## src/include/msac_pkg.sv

```systemverilog
// ==========================================================================
// Shared constants for the multiplexed converter sequencer.
// ==========================================================================
package msac_pkg;

  // Channel address and result widths.
  localparam int CHAN_W = 3;
  localparam int RES_W = 14;

  // Step counter width, wide enough for a full conversion cycle.
  localparam int STEP_W = 5;

  // Cycle shape in converter clock periods, counted from the first edge.
  localparam logic [STEP_W-1:0] CONV_PERIODS = 5'h14;
  localparam logic [STEP_W-1:0] SAMPLE_PERIODS = 5'h03;
  localparam logic [STEP_W-1:0] SAR_FIRST_STEP = SAMPLE_PERIODS + 5'h01;
  localparam logic [STEP_W-1:0] SAR_LAST_STEP = SAMPLE_PERIODS + 5'h0e;

  // Pin synchroniser width: converter clock, start, address, enable, output enable, comparator.
  localparam int SYNC_W = CHAN_W + 5;

  // Values after reset, and the first SAR trial code.
  localparam logic [RES_W-1:0] RESULT_RST = 14'h0000;
  localparam logic [CHAN_W-1:0] CHAN_RST = 3'h0;
  localparam logic [STEP_W-1:0] STEP_RST = 5'h00;
  localparam logic [RES_W-1:0] SAR_MSB = 14'h2000;

  // Sequencer states.
  typedef enum logic [1:0] {
    MSAC_IDLE,
    MSAC_ARMED,
    MSAC_CONV
  } msac_state_t;

endpackage

```

## src/design/msac_sar.sv

```systemverilog
`timescale 1ns/10ps
// ==========================================================================
// Successive approximation register, one bit per step from the top down.
// ==========================================================================
module msac_sar import msac_pkg::*; (
  // Clock and reset.
  input wire logic clk_i,
  input wire logic nrst_i,
  // Control from the sequencer, and the synchronised comparator.
  input wire logic init_i,
  input wire logic step_i,
  input wire logic keep_i,
  // Trial code driven to the DAC, final result after the last step.
  output logic [RES_W-1:0] code_o
);

  logic [RES_W-1:0] mask_r;

  // Each step keeps or drops the bit under trial and tries the next lower one.
  always_ff @(posedge clk_i) begin
    if (!nrst_i) begin
      code_o <= RESULT_RST;
      mask_r <= RESULT_RST;
    end else if (init_i) begin
      code_o <= SAR_MSB;
      mask_r <= SAR_MSB;
    end else if (step_i) begin
      code_o <= (keep_i ? code_o : (code_o & ~mask_r)) | (mask_r >> 1);
      mask_r <= mask_r >> 1;
    end
  end

  // The trial pointer is one-hot while resolving and empty once done.
  property p_mask_onehot;
    @(posedge clk_i) disable iff (!nrst_i) $onehot0(mask_r);
  endproperty
  a_mask_onehot: assert property (p_mask_onehot) else $error("SAR trial mask not one-hot");

  // A dropped trial bit really clears while the next one is set.
  property p_step_decides;
    @(posedge clk_i) disable iff (!nrst_i)
      (step_i && !init_i && !keep_i && (mask_r != 14'h0000)) |=> ((code_o & $past(mask_r)) == 14'h0000);
  endproperty
  a_step_decides: assert property (p_step_decides) else $error("SAR kept a rejected bit");

endmodule // msac_sar

```

## src/design/msac_sync.sv

```systemverilog
`timescale 1ns/10ps
// ==========================================================================
// Two-flop synchroniser for pins from outside the clock domain.
// ==========================================================================
module msac_sync #(
  parameter int W = 1
) (
  // Clock and reset.
  input wire logic clk_i,
  input wire logic nrst_i,
  // Asynchronous pins and their synchronised copy.
  input wire logic [W-1:0] async_i,
  output logic [W-1:0] sync_o
);

  logic [W-1:0] meta_r;

  // The first stage feeds only the second stage, to contain metastability.
  always_ff @(posedge clk_i) begin
    if (!nrst_i) begin
      meta_r <= '0;
      sync_o <= '0;
    end else begin
      meta_r <= async_i;
      sync_o <= meta_r;
    end
  end

endmodule // msac_sync

```

## src/design/msac_top.sv

```systemverilog
`timescale 1ns/10ps
module msac_top import msac_pkg::*; (
  // Clock and reset.
  input wire logic clk_i,
  input wire logic nrst_i,
  // Host control pins.
  input wire logic conv_clk_i,
  input wire logic start_convert_pulse_i,
  input wire logic [CHAN_W-1:0] chan_addr_i,
  input wire logic mux_enable_i,
  input wire logic output_enable_i,
  // Analog comparator: high when the held input is above the DAC trial.
  input wire logic comp_above_i,
  // Status pins.
  output logic busy_n_o,
  output logic eoc_o,
  // Result bus, to be tri-stated by the pad while result_oe_n_o is high.
  output logic [RES_W-1:0] result_o,
  output logic result_oe_n_o,
  // Analog front end control.
  output logic [CHAN_W-1:0] mux_chan_o,
  output logic mux_en_o,
  output logic sample_o,
  output logic [RES_W-1:0] dac_code_o
);

  // ========================================================================
  // Pin synchronisation and edge detection
  // ========================================================================
  logic [SYNC_W-1:0] pins_sync;
  logic conv_clk_s;
  logic start_s;
  logic [CHAN_W-1:0] addr_s;
  logic en_s;
  logic oe_s;
  logic comp_s;
  logic conv_clk_prev_r;
  logic start_prev_r;
  logic conv_edge;
  logic start_edge;

  // All host pins are asynchronous to clk_i, so they share one synchroniser.
  msac_sync #(
    .W(SYNC_W)
  ) u_sync (
    .clk_i(clk_i),
    .nrst_i(nrst_i),
    .async_i({conv_clk_i, start_convert_pulse_i, chan_addr_i, mux_enable_i, output_enable_i, comp_above_i}),
    .sync_o(pins_sync)
  );

  // Unpack the synchronised pins.
  assign {conv_clk_s, start_s, addr_s, en_s, oe_s, comp_s} = pins_sync;

  // Previous values for edge detection on the converter clock and start.
  always_ff @(posedge clk_i) begin
    if (!nrst_i) begin
      conv_clk_prev_r <= 1'b0;
      start_prev_r <= 1'b0;
    end else begin
      conv_clk_prev_r <= conv_clk_s;
      start_prev_r <= start_s;
    end
  end

  // Start is acted on by its rising edge, so a level held high starts nothing more.
  assign conv_edge = conv_clk_s & ~conv_clk_prev_r;
  assign start_edge = start_s & ~start_prev_r;

  // ========================================================================
  // Sequencer
  // ========================================================================
  msac_state_t state_r;
  logic [STEP_W-1:0] step_r;
  logic [STEP_W-1:0] step_nxt;
  logic first_edge;
  logic sar_init;
  logic sar_step;
  logic load;
  logic [RES_W-1:0] sar_code;

  // Periods elapsed since the first edge, counted on converter clock edges.
  assign step_nxt = step_r + 5'h01;
  assign first_edge = (state_r == MSAC_ARMED) && conv_edge;
  assign sar_init = (state_r == MSAC_CONV) && conv_edge && (step_nxt == SAMPLE_PERIODS);
  assign sar_step = (state_r == MSAC_CONV) && conv_edge && (step_nxt >= SAR_FIRST_STEP)
                    && (step_nxt <= SAR_LAST_STEP);
  assign load = (state_r == MSAC_CONV) && conv_edge && (step_nxt == CONV_PERIODS);

  // A start edge arms the cycle; the next converter clock edge is its first.
  // Starts seen while armed or converting are ignored, one request, one result.
  always_ff @(posedge clk_i) begin
    if (!nrst_i) begin
      state_r <= MSAC_IDLE;
    end else begin
      case (state_r)
        MSAC_IDLE: begin
          if (start_edge) begin
            state_r <= MSAC_ARMED;
          end
        end
        MSAC_ARMED: begin
          if (conv_edge) begin
            state_r <= MSAC_CONV;
          end
        end
        MSAC_CONV: begin
          if (load) begin
            state_r <= MSAC_IDLE;
          end
        end
        default: begin
          state_r <= MSAC_IDLE;
        end
      endcase
    end
  end

  // Step count restarts at the first edge and advances once per period.
  always_ff @(posedge clk_i) begin
    if (!nrst_i) begin
      step_r <= STEP_RST;
    end else if (first_edge) begin
      step_r <= STEP_RST;
    end else if ((state_r == MSAC_CONV) && conv_edge) begin
      step_r <= step_nxt;
    end
  end

  // ========================================================================
  // Front end control: multiplexer, sample gate, approximation
  // ========================================================================

  // The address is latched once, so a host change mid-cycle cannot corrupt the sample.
  always_ff @(posedge clk_i) begin
    if (!nrst_i) begin
      mux_chan_o <= CHAN_RST;
    end else if (first_edge) begin
      mux_chan_o <= addr_s;
    end
  end

  // The multiplexer enable follows its pin; with it low no channel is routed.
  always_ff @(posedge clk_i) begin
    if (!nrst_i) begin
      mux_en_o <= 1'b0;
    end else begin
      mux_en_o <= en_s;
    end
  end

  // Track from the first edge until three periods have passed, then hold.
  always_ff @(posedge clk_i) begin
    if (!nrst_i) begin
      sample_o <= 1'b0;
    end else if (first_edge) begin
      sample_o <= 1'b1;
    end else if (sar_init) begin
      sample_o <= 1'b0;
    end
  end

  // The approximation register drives the DAC trial code directly.
  msac_sar u_sar (
    .clk_i(clk_i),
    .nrst_i(nrst_i),
    .init_i(sar_init),
    .step_i(sar_step),
    .keep_i(comp_s),
    .code_o(sar_code)
  );

  assign dac_code_o = sar_code;

  // ========================================================================
  // Result and status
  // ========================================================================

  // The result only moves at completion, so a reader never sees a partial code.
  always_ff @(posedge clk_i) begin
    if (!nrst_i) begin
      result_o <= RESULT_RST;
    end else if (load) begin
      result_o <= sar_code;
    end
  end

  // Busy drops at the first edge and rises with the new result.
  // In continuous mode that rise is the next start edge, costing one extra period per cycle.
  always_ff @(posedge clk_i) begin
    if (!nrst_i) begin
      busy_n_o <= 1'b1;
    end else if (load) begin
      busy_n_o <= 1'b1;
    end else if (first_edge) begin
      busy_n_o <= 1'b0;
    end
  end

  // End of conversion marks a fresh result until the next cycle begins.
  always_ff @(posedge clk_i) begin
    if (!nrst_i) begin
      eoc_o <= 1'b0;
    end else if (load) begin
      eoc_o <= 1'b1;
    end else if (first_edge) begin
      eoc_o <= 1'b0;
    end
  end

  // The pad drives the bus only while the host enables it, so buses can be shared.
  always_ff @(posedge clk_i) begin
    if (!nrst_i) begin
      result_oe_n_o <= 1'b1;
    end else begin
      result_oe_n_o <= ~oe_s;
    end
  end

  // ========================================================================
  // Assertions
  // ========================================================================

  // Result moves only on the completion pulse.
  property p_result_on_load;
    @(posedge clk_i) disable iff (!nrst_i) $changed(result_o) |-> $past(load);
  endproperty
  a_result_on_load: assert property (p_result_on_load) else $error("Result changed without completion");

  // While busy is high the result is stable.
  property p_result_valid_idle;
    @(posedge clk_i) disable iff (!nrst_i) ($past(busy_n_o) && busy_n_o) |-> $stable(result_o);
  endproperty
  a_result_valid_idle: assert property (p_result_valid_idle) else $error("Result moved while idle");

  // Completion comes exactly at the twentieth period.
  property p_conv_length;
    @(posedge clk_i) disable iff (!nrst_i) load |-> (step_r == CONV_PERIODS - 5'h01) && (state_r == MSAC_CONV);
  endproperty
  a_conv_length: assert property (p_conv_length) else $error("Conversion length not twenty periods");

  // Busy is low exactly while a conversion is in progress.
  property p_busy_level;
    @(posedge clk_i) disable iff (!nrst_i) (state_r == MSAC_CONV) |-> ##1 (!busy_n_o || $past(load));
  endproperty
  a_busy_level: assert property (p_busy_level) else $error("Busy high during conversion");

  // End of conversion rises together with busy at completion.
  property p_eoc_with_load;
    @(posedge clk_i) disable iff (!nrst_i) $rose(eoc_o) |-> $past(load) && busy_n_o;
  endproperty
  a_eoc_with_load: assert property (p_eoc_with_load) else $error("End of conversion without result");

  // The channel is held for the whole cycle.
  property p_addr_held;
    @(posedge clk_i) disable iff (!nrst_i) (!busy_n_o && !$past(first_edge)) |-> $stable(mux_chan_o);
  endproperty
  a_addr_held: assert property (p_addr_held) else $error("Channel changed mid-cycle");

  // Sampling covers only the first three periods.
  property p_sample_window;
    @(posedge clk_i) disable iff (!nrst_i) sample_o |-> (step_r < SAMPLE_PERIODS) && (state_r == MSAC_CONV);
  endproperty
  a_sample_window: assert property (p_sample_window) else $error("Sampling outside first periods");

  // The bus enable follows the synchronised pin one clock later.
  property p_oe_follow;
    @(posedge clk_i) disable iff (!nrst_i) oe_s |=> !result_oe_n_o;
  endproperty
  a_oe_follow: assert property (p_oe_follow) else $error("Bus not driven when enabled");

  // A start edge while idle arms a conversion on the next clock.
  property p_start_arms;
    @(posedge clk_i) disable iff (!nrst_i) (start_edge && (state_r == MSAC_IDLE)) |=> (state_r == MSAC_ARMED);
  endproperty
  a_start_arms: assert property (p_start_arms) else $error("Start request lost");

  // Multiplexer enable tracks its pin.
  property p_mux_en;
    @(posedge clk_i) disable iff (!nrst_i) ##1 (mux_en_o == $past(en_s));
  endproperty
  a_mux_en: assert property (p_mux_en) else $error("Multiplexer enable not following pin");

  // Main scenarios.
  c_single: cover property (@(posedge clk_i) disable iff (!nrst_i) load ##1 (state_r == MSAC_IDLE));
  c_back_to_back: cover property (@(posedge clk_i) disable iff (!nrst_i) load ##[1:40] first_edge);
  c_read_bus: cover property (@(posedge clk_i) disable iff (!nrst_i) eoc_o && !result_oe_n_o);
  c_start_busy: cover property (@(posedge clk_i) disable iff (!nrst_i) start_edge && (state_r == MSAC_CONV));

endmodule // msac_top

```

## config.mk

```make
export PLATFORM = sky130hd
export DESIGN_NAME = msac_top
export DESIGN_NICKNAME = d
export VERILOG_FILES = /design/src/include/msac_pkg.sv /design/src/design/msac_sar.sv /design/src/design/msac_sync.sv /design/src/design/msac_top.sv
export SDC_FILE = /design/constraint.sdc
export NUM_CORES = 1
export LEC_CHECK = 0
export BUFFER_PORTS_ARGS = -buffer_cell sky130_fd_sc_hd__buf_2
export CAP_MARGIN = 20
export CORE_ASPECT_RATIO = 0.7
export CORE_MARGIN = 3
export CORE_UTILIZATION = 50
export CTS_CLUSTER_SIZE = 8
export DETAILED_ROUTE_END_ITERATION = 6
export PLACE_DENSITY = 0.74
export SYNTH_ARGS = -nofsm -noshare
export SYNTH_HDL_FRONTEND = slang
export SYNTH_SLANG_ARGS = --single-unit
```

## constraint.sdc

```tcl
create_clock -name clk_i -period 2.2 [get_ports clk_i]
set_clock_uncertainty 0.1 [all_clocks]
set_input_delay 0.33 -clock clk_i [delete_from_list [all_inputs] [get_ports clk_i]]
set_output_delay 0.33 -clock clk_i [all_outputs]
set_load 0.01 [all_outputs]
```

# --- After elaboration in Yosys (flattened, before gate mapping) ---
# Cells that the tools add are included.
classes:
  add_sub_neg: 1
  magnitude_cmp: 2
  n_eq_ne: 7
  mux: 13
  bitwise: 9
  reduce_logical: 14
op_table:
  columns: ["operator", "count"]
  rows:
  - ["two-way mux 14 bit", 5]
  - ["AND 14 bit", 1]
  - ["inverter 14 bit", 1]
  - ["OR 14 x 13 -> 14 bit", 1]
  - ["logical AND 1 bit", 6]
  - ["two-way mux 2 bit", 3]
  - ["inequality test 2 bit (second input constant)", 3]
  - ["one-hot mux 2 bit (3 select lines)", 1]
  - ["nonzero test 2 bit", 3]
  - ["OR reduction 2 bit", 3]
  - ["adder 5 x 1 -> 5 bit (second input constant)", 1]
  - ["== test 5 x 2 -> 1 bit (second input constant)", 1]
  - ["== test 5 bit (second input constant)", 1]
  - ["greater-or-equal comparator 5 x 3 -> 1 bit (second input constant)", 1]
  - ["<= comparator 5 bit (second input constant)", 1]
  - ["two-way mux 1 bit", 4]
  - ["inverter 1 bit", 4]
  - ["AND reduction 3 bit", 1]
  - ["AND 1 bit", 2]
  - ["== test 2 x 1 -> 1 bit (second input constant)", 1]
  - ["== test 2 bit (second input constant)", 1]
  - ["logical NOT 2 bit", 1]
word_totals:
  regBits: 75
  input_bits: 10
  output_inout_bits: 36
  elab_cells: 63

# --- Longest topological paths before layout ---
# Gate-level depths: netlist of the first run.
logic_depth:
  depth_word: 7
  mapped_depth: 9
  depth_no_buf: 7

# --- Modules after synthesis ---
# Synthesis of the first run repeated with hierarchy kept, for this count alone.
unflattened:
  cells_unflattened: 293
  hier_area_um2: 2992.9
by_module_without_submodules:
  columns: ["module", "n_inst", "cells_each", "area_each_um2", "seq_area_each_um2"]
  rows:
  - ["msac_top", 1, 152, 1426.4, 620.6]
  - ["msac_sar", 1, 108, 1119.8, 560.5]
  - ["msac_sync", 1, 33, 446.7, 320.3]

# --- Worst setup path before layout of the first run ---
# Ideal clock, no wire load.
synth_timing:
  kind: "register to register"
  startpoint: "reg step_r[1]"
  endpoint: "reg result_o[10]"
  setup_ns: 0.128
  t_arrival_ns: 2.099
  setup_slack_ns: -0.127
  path_stages_with_launch: 8
  synth_period_minus_slack_ns: 2.327
  path_cell_list: "dfxtp_1 > ha_1 > nand3_1 > xor2_1 > nor3_2 > buf_6 > mux2i_1 > nor2_1"
synth_via:
  elab_chain_len: 3
synth_lines:
  columns: ["element", "line_no", "rtl"]
  rows:
  - ["from (decl)", "msac_top.sv:74", "logic [STEP_W-1:0] step_r;"]
  - ["from (signal assigned)", "msac_top.sv:126", "step_r <= step_nxt;"]
  - ["adder 5 x 1 -> 5 bit", "msac_top.sv:83", "assign step_nxt = step_r + 5'h01;"]
  - ["== test 5 bit", "msac_top.sv:88", "assign load = (state_r == MSAC_CONV) && conv_edge && (step_nxt == CONV_PERIODS);"]
  - ["logical AND 1 bit", "msac_top.sv:88", null]
  - ["to (signal assigned)", "msac_top.sv:184", "result_o <= sar_code;"]
  - ["to (decl)", "msac_top.sv:18", "output logic [RES_W-1:0] result_o,"]
# Every way passes these cells.
# A chain may end at the register's enable or synchronous reset.

# --- Worst setup path in the final report of the first run ---
layout_timing:
  startpoint: "reg step_r[3]"
  endpoint: "reg u_sar.code_o[9]"
layout_via:
  elab_chain_len: 4
layout_lines:
  columns: ["element", "line_no", "rtl"]
  rows:
  - ["adder 5 x 1 -> 5 bit *", "msac_top.sv:83", null]
  - ["greater-or-equal comparator 5 x 3 -> 1 bit or == test 5 x 2 -> 1 bit (tied branches)", "msac_top.sv:86, msac_top.sv:85", null]
  - ["logical AND 1 bit (on tied branches)", "msac_top.sv:86, msac_top.sv:85", null]
  - ["logical AND 1 bit or OR reduction 2 bit (tied branches)", null, null]
  - ["to (signal assigned)", "msac_sar.sv:28", "code_o <= (keep_i ? code_o : (code_o & ~mask_r)) | (mask_r >> 1);"]
  - ["to (decl)", "msac_sar.sv:14", "output logic [RES_W-1:0] code_o"]
# Every way passes the cells marked *; elsewhere a longest branch is shown, timed or not.

==> results.py, run 1 <==
metrics = {
    "clock_network": {
        "clock_path_buffers": 2,
        "root_buffer": "clkbuf_8",
        "cts_setup_buffers": 0,
        "cts_num_sinks": 75,
        "cts_tree": "done",
        "htree_levels": 3,
        "insertion_delay_ns": 0.35,
        "cts_buffers": 9,
        "path_clk_slew_ns": 0.08,
    },
    "detailed_routing": {
        "ant_nets": 0,
        "drt_pass1_iterations": 4,
        "vias": 2379,
        "drtIter0Drc": 202,
        "wl_per_cell_um": 14.39,
        "drcViolationCount": 0,
        "vias_per_cell": 5.334,
        "wl_mm": 6.417,
    },
    "worst_setup_path": {
        "crit_arrival_ns": 2.23,
        "r2r-start": "step_r[3]",
        "end_kind": "flip-flop",
        "r2r_end": "u_sar.code_o[9]",
        "r2r_setup_slack_ns": 0.14,
        "crit_path_max_fanout": 12,
        "critPathRequiredTime_ns": 2.37,
        "path_depth": 5,
        "path_delay_family": "compound AO/OA/AOI/OAI gates",
        "critPathMaxStageDelay_ns": 0.46,
        "r2r_cells": 5,
        "cp.buffers_inverters": 0,
        "cp-start-kind": "flip-flop",
        "worstPathCellList": "a21bo_2 -> a41o_1 -> or3_4 -> and2_2 -> o22ai_1",
        "path_class": "reg -> reg",
        "crit_slowest_cell": "dfxtp_1",
    },
    "timing": {
        "setup_tns_ns": 0,
        "relSlewSlack_pct": 63.29,
        "fin_crit_ns": 2.057,
        "slew_violations": 0,
        "finalSetupViolCount": 0,
        "worst_pin_slew_ns": 0.5499,
        "hold_viol_final": 0,
        "fmax_ghz": 0.4862,
        "finalCritPeriodShare_pct": 93.48,
    },
    "synthesis": {
        "synth_area_sq_um": 3047,
        "avgSynthCellArea_sq_um": 9.432,
        "yosys_warnings": 0,
        "synth_top_area_cell": "dfxtp_1",
        "netlist_top_cells_count": "75 x dfxtp_1, 51 x nand2_1, 26 x mux2i_1",
        "async_flop_share_pct": 0,
        "synth-seq-cells": 75,
        "yosysSeqAreaShare_pct": 49.28,
        "ys_types": 42,
        "syn-num-nets": 337,
        "synth.area.top_cells": "dfxtp_1 49%, mux2i_1 8.5%, nand2_1 6.3%",
        "synth_top_area_share_pct": 49.28,
        "syn_inst": 323,
        "yosysMostFrequentCell": "dfxtp_1",
        "synthFlopType": "dfxtp_1",
        "synth_edf_count": 0,
    },
    "place": {
        "gp_congestion": 0.7541,
        "place_inst": 430,
        "place_area_sq_um": 3354,
        "port_buffers": 45,
        "dp_hpwl_mm": 4.235,
    },
    "worst_hold_path": {
        "hold_start": "chan_addr_i[1]",
        "hp-class": "in -> reg",
        "whs_endpoint": "u_sync.meta_r[4]",
        "whs_path_depth": 2,
    },
    "grt": {
        "grt_pass1_vias": 2171,
        "grtUsageTotal_pct": 19.13,
        "grt_pass1_wl_mm": 10.72,
        "grt_antenna_before_repair": 0,
        "grt_max_degree": 29,
        "grt-ovfl-total": 0,
    },
    "cells_and_area": {
        "final_cells": 446,
        "antenna_cells": 0,
        "final_cell_area_sq_um": 3577,
        "final_util_pct": 61.54,
        "ff_latch_area_sq_um": 1504,
        "drive_gt1_share_pct": 22.37,
        "fillCellCount": 510,
        "multi_input_area_sq_um": 1433,
        "flow.area_growth_from_synthesis_pct": 17.41,
        "fin_nets": 381,
    },
    "floorplanning": {
        "num_rows": 23,
        "pin_count": 46,
        "start_util_pct": 52.41,
        "dieHeight_um": 71.31,
        "die-area_sq_um": 7081,
        "core_sq_um": 5813,
        "fp.dieW_um": 99.30,
    },
    "power_and_ir_drop": {
        "p_per_area_nw_per_um2": 719.2,
        "leakage_nw": 1.463,
        "ir_worst_vdd_mv": 0.2981,
    },
    "run_status": {
        "outcome": "finished, final reports clean",
    },
    "flow_run": {
        "drv_cap": 0,
    },
}
-- cell usage in the layout (no fill, tap or decap), types with 2 or more instances in the layout --
cell type	Yosys	layout
nor3b_1	3	3
ha_1	4	3
dfxtp_2	0	2
nand4_1	14	14
o21ai_0	6	6
nand4b_1	3	3
o21a_1	2	2
o21ai_1	2	2
xor2_1	3	3
and2_1	20	20
buf_4	0	7
mux2i_1	26	26
inv_1	4	4
a21oi_1	9	9
nor2_1	17	17
nand2_1	51	51
dfxtp_1	75	73
a31oi_1	2	2
o31ai_1	10	10
clkbuf_8	0	9
buf_2	4	45
or3_1	2	2
nor2b_1	14	14
nand3_1	4	3
nor3_1	5	5
buf_12	0	2
bufinv_16	0	2
o22ai_1	10	10
-- routing by layer --
metal | up-vias | wire, um | global-route usage (%) | part of all wire, %
li1 | 1204 | - | - | -
met1 | 1108 | 3134 | 26.42 | 49
met3 | 6 | 415 | 7.490 | 6.5
met4 | 0 | 35 | 5.455 | 0.55
met2 | 61 | 2831 | 27.90 | 44
met5 | - | 0 | 0 | 0
-- sequential cells by signal, indices dropped and copies added, names as in the netlist, 2 cells and up --
register,cells
result_o,14
u_sar.code_o,14
u_sar.mask_r,14
u_sync.meta_r,8
u_sync.sync_o,8
step_r,5
mux_chan_o,3
state_r,2
-- stage by stage --
stage	worst slack (ns)	hold WS, ns	total power, W
global placement	0.1432	0.2475	0.001468
global route	-0.002903	0.06040	0.002678
detailed placement	0.07469	0.2496	0.001470
floorplan	0.01831	0.2434	0.001446
CTS	0.05869	0.06217	0.002600
finish	0.1434	0.08283	0.002573
-- power by group --
group / internal [W] / switching [W] / total, W
logic: 0.0000238 / 0.0000318 / 0.0000556
clock network: 0.000635 / 0.000499 / 0.00113
registers: 0.00137 / 0.00000934 / 0.00138
-- logic make-up (layout without fill, tap and decap cells) --
| logic type | Yosys count | count (layout) | share of synthesized area (%) |
|---|---|---|---|
| adder cells (fa/ha/maj) | 4 | 4 | 1.643 |
| multiplexers | 26 | 26 | 8.542 |
| flip-flops | 75 | 75 | 49.28 |
| XOR/XNOR | 5 | 5 | 1.684 |
| AND/OR/NAND/NOR | 142 | 143 | 24.60 |
| AO/OA/AOI/OAI | 45 | 45 | 9.856 |
| buffers and inverters | 26 | 73 | 4.394 |
-- worst register-to-register path, stage by stage, from the launching register on --
cell and delay [ns]:
dfxtp_1 0.46, a21bo_2 0.26, a41o_1 0.30, or3_4 0.39, and2_2 0.29, o22ai_1 0.19
-- cell type report --
type	count	area share [%]
Sequential cell	75	42.04
Inverter	4	0.4197
Tap cell	75	2.623
Timing Repair Buffer	54	8.884
Clock inverter	6	2.518
Multi-Input combinational cell	223	40.05
Clock buffer	9	3.463
-- worst max-delay path by stage --
stage / from / slack, ns / end
global route: step_r[0] / -0.003 / u_sar.code_o[11]
global placement: step_r[0] / 0.14 / u_sar.mask_r[4]
finish: step_r[3] / 0.14 / u_sar.code_o[9]
floorplan: step_r[0] / 0.02 / u_sar.mask_r[10]
CTS: step_r[0] / 0.06 / u_sar.mask_r[10]
detailed placement: step_r[0] / 0.07 / u_sar.mask_r[10]
-- repair_timing --
| item | 4_1_cts | 5_1_grt |
|---|---|---|
| hold buffers | 0 | 0 |
| endpoints found under the setup margin | 0 | 39 |
| resized for setup | 0 | 1 |
(Power assumes the default switching activity.)
==> inputs of run 2 (changes only) <==
--- a/config.mk
+++ b/config.mk
@@ -8,11 +8,11 @@
 export BUFFER_PORTS_ARGS = -buffer_cell sky130_fd_sc_hd__buf_2
 export CAP_MARGIN = 20
 export CORE_ASPECT_RATIO = 0.7
-export CORE_MARGIN = 3
-export CORE_UTILIZATION = 50
+export CORE_MARGIN = 2
+export CORE_UTILIZATION = 42
 export CTS_CLUSTER_SIZE = 8
 export DETAILED_ROUTE_END_ITERATION = 6
-export PLACE_DENSITY = 0.74
+export PLACE_DENSITY = 0.67
 export SYNTH_ARGS = -nofsm -noshare
 export SYNTH_HDL_FRONTEND = slang
 export SYNTH_SLANG_ARGS = --single-unit
==> run 2 against run 1 <==
  * Hold slack got worse by 0.0030 ns
  * Clock-buffer cell count increased by 1
  * Die area increased by 12%
  * Via count increased by 0.63%
  * Critical endpoint is now u_sar.mask_r[8]
==> results.py, run 2 (synthesis gave the netlist of run 1 again) <==
metrics = {
    "clock_network": {
        "cts_hold_buf": 0,
        "root_buffer": "clkbuf_8",
        "cts_buffers": 9,
        "cts_tree": "done",
        "cts_setup_buffers": 0,
        "clock_path_buffers": 2,
        "path_clk_slew_ns": 0.08,
        "htree_levels": 3,
        "cts_num_sinks": 75,
        "cts_resized": 0,
        "insertion_delay_ns": 0.35,
    },
    "worst_setup_path": {
        "path_delay_family": "simple AND/OR/NAND/NOR gates",
        "crit_slowest_cell": "dfxtp_2",
        "r2r-start": "step_r[1]",
        "critPathRequiredTime_ns": 2.32,
        "critPathMaxStageDelay_ns": 0.41,
        "crit_arrival_ns": 2.21,
        "cp.buffers_inverters": 0,
        "r2r_setup_slack_ns": 0.11,
        "crit_path_max_fanout": 25,
        "r2r_cells": 6,
        "end_kind": "flip-flop",
        "cp-start-kind": "flip-flop",
        "path_class": "reg -> reg",
        "crit_path_start": "step_r[1]",
        "worstPathCellList": "ha_2 -> nand3_2 -> xnor2_2 -> or3_4 -> and2_4 -> mux2i_1",
        "r2r_end": "u_sar.mask_r[8]",
    },
    "detailed_routing": {
        "drt_pass1_iterations": 4,
        "wl_mm": 6.208,
        "drcViolationCount": 0,
        "vias_per_cell": 5.148,
        "vias": 2394,
        "drtIter0Drc": 174,
        "ant_nets": 0,
        "wl_per_cell_um": 13.35,
    },
    "floorplanning": {
        "dieHeight_um": 75.26,
        "core_sq_um": 6882,
        "fp.dieW_um": 105.8,
        "num_rows": 25,
        "die-area_sq_um": 7962,
        "start_util_pct": 44.27,
        "pin_count": 46,
    },
    "cells_and_area": {
        "flow.area_growth_from_synthesis_pct": 17.74,
        "fin_nets": 380,
        "fillCellCount": 647,
        "most-common-layout-cells": "73 x dfxtp_1, 51 x nand2_1, 45 x buf_2",
        "final_common_cell": "dfxtp_1",
        "antenna_cells": 0,
        "final_cell_area_sq_um": 3587,
        "reg_top3": "result_o: 14 flops, u_sar.code_o: 14 flops, u_sar.mask_r: 14 flops",
        "drive_gt1_share_pct": 22.37,
    },
    "power_and_ir_drop": {
        "ir_worst_vdd_mv": 0.3032,
        "leakage_nw": 1.451,
        "p_per_area_nw_per_um2": 703.4,
    },
    "grt": {
        "grt_pass1_vias": 2148,
        "use_met1_pct": 23.99,
        "met2_usage_pct": 25.16,
        "met3_usage_pct": 5.801,
        "grt-ovfl-total": 0,
        "grt-busiest-layer": "met2",
        "grt_max_degree": 29,
        "grt_pass1_wl_mm": 10.57,
        "grtUsageTotal_pct": 17.23,
        "grt_antenna_before_repair": 0,
    },
    "worst_hold_path": {
        "whs_endpoint": "u_sync.meta_r[0]",
        "hold_start": "comp_above_i",
        "whs_path_depth": 2,
        "hp-class": "in -> reg",
    },
    "timing": {
        "relSlewSlack_pct": 60.55,
        "worst_pin_slew_ns": 0.5909,
        "finalSetupViolCount": 0,
        "setup_tns_ns": 0,
        "finalCritPeriodShare_pct": 94.92,
        "slew_violations": 0,
        "hold_viol_final": 0,
        "rsz0062_at_grt": "no",
        "fmax_ghz": 0.4789,
        "fin_crit_ns": 2.088,
    },
    "flow_run": {
        "drv_cap": 0,
    },
    "place": {
        "port_buffers": 45,
        "gp_congestion": 0.7896,
        "dp_hpwl_mm": 4.134,
        "place_area_sq_um": 3378,
    },
    "run_status": {
        "outcome": "finished, final reports clean",
    },
}
-- run 2: final cells by class --
class                      count  area [sq um]  share of cell area (%)
sequential                    75          1504                   41.93
tap                           94         117.6                   3.279
timing repair buffer          54         317.8                   8.859
clock buffer                  10         137.6                   3.837
multi-input combinational    222          1425                   39.73
clock inverter                 6         70.07                   1.953
inverter                       4         15.01                  0.4186
-- run 2: worst max-delay path by stage --
stage / to / slack [ns] / depth (start not counted)
3_3_place_gp: u_sar.mask_r[10] / 0.14 / 6
2_1_floorplan: u_sar.mask_r[10] / 0.02 / 8
6_report: u_sar.mask_r[8] / 0.11 / 6
5_1_grt: u_sar.mask_r[1] / 0.01 / 6
4_1_cts: u_sar.mask_r[8] / 0.03 / 6
3_5_place_dp: u_sar.mask_r[6] / 0.07 / 6
-- run 2: through the flow --
stage          power, W  util, %  cells  hold WS, ns  worst slack [ns]
2_1_floorplan  0.001446        -    323       0.2434           0.01831
3_3_place_gp   0.001468    49.09    449       0.2482            0.1376
3_5_place_dp   0.001470    49.09    449       0.2595           0.06907
4_1_cts        0.002552    52.11    465      0.06500           0.03347
5_1_grt        0.002624    52.13    465      0.06682           0.01107
6_report       0.002523    52.13    465      0.07984            0.1117
-- run 2: power breakdown --
| part | switching [W] | internal [W] | leakage [nW] |
|---|---|---|---|
| sequential | 0.00000937 | 0.00137 | 0.609 |
| clock | 0.000524 | 0.000562 | 0.0955 |
| combinational | 0.0000310 | 0.0000238 | 0.746 |
-- run 2: worst register-to-register path: stages (launching register included) --
cell     delay (ns)
dfxtp_2        0.41
ha_2           0.26
nand3_2        0.15
xnor2_2        0.19
or3_4          0.41
and2_4         0.28
mux2i_1        0.16
-- run 2: routing by layer --
layer	vias up	share of wire, %
li1	1209	-
met1	1111	50
met2	66	42
met3	8	6.8
met4	0	1.3
met5	-	0
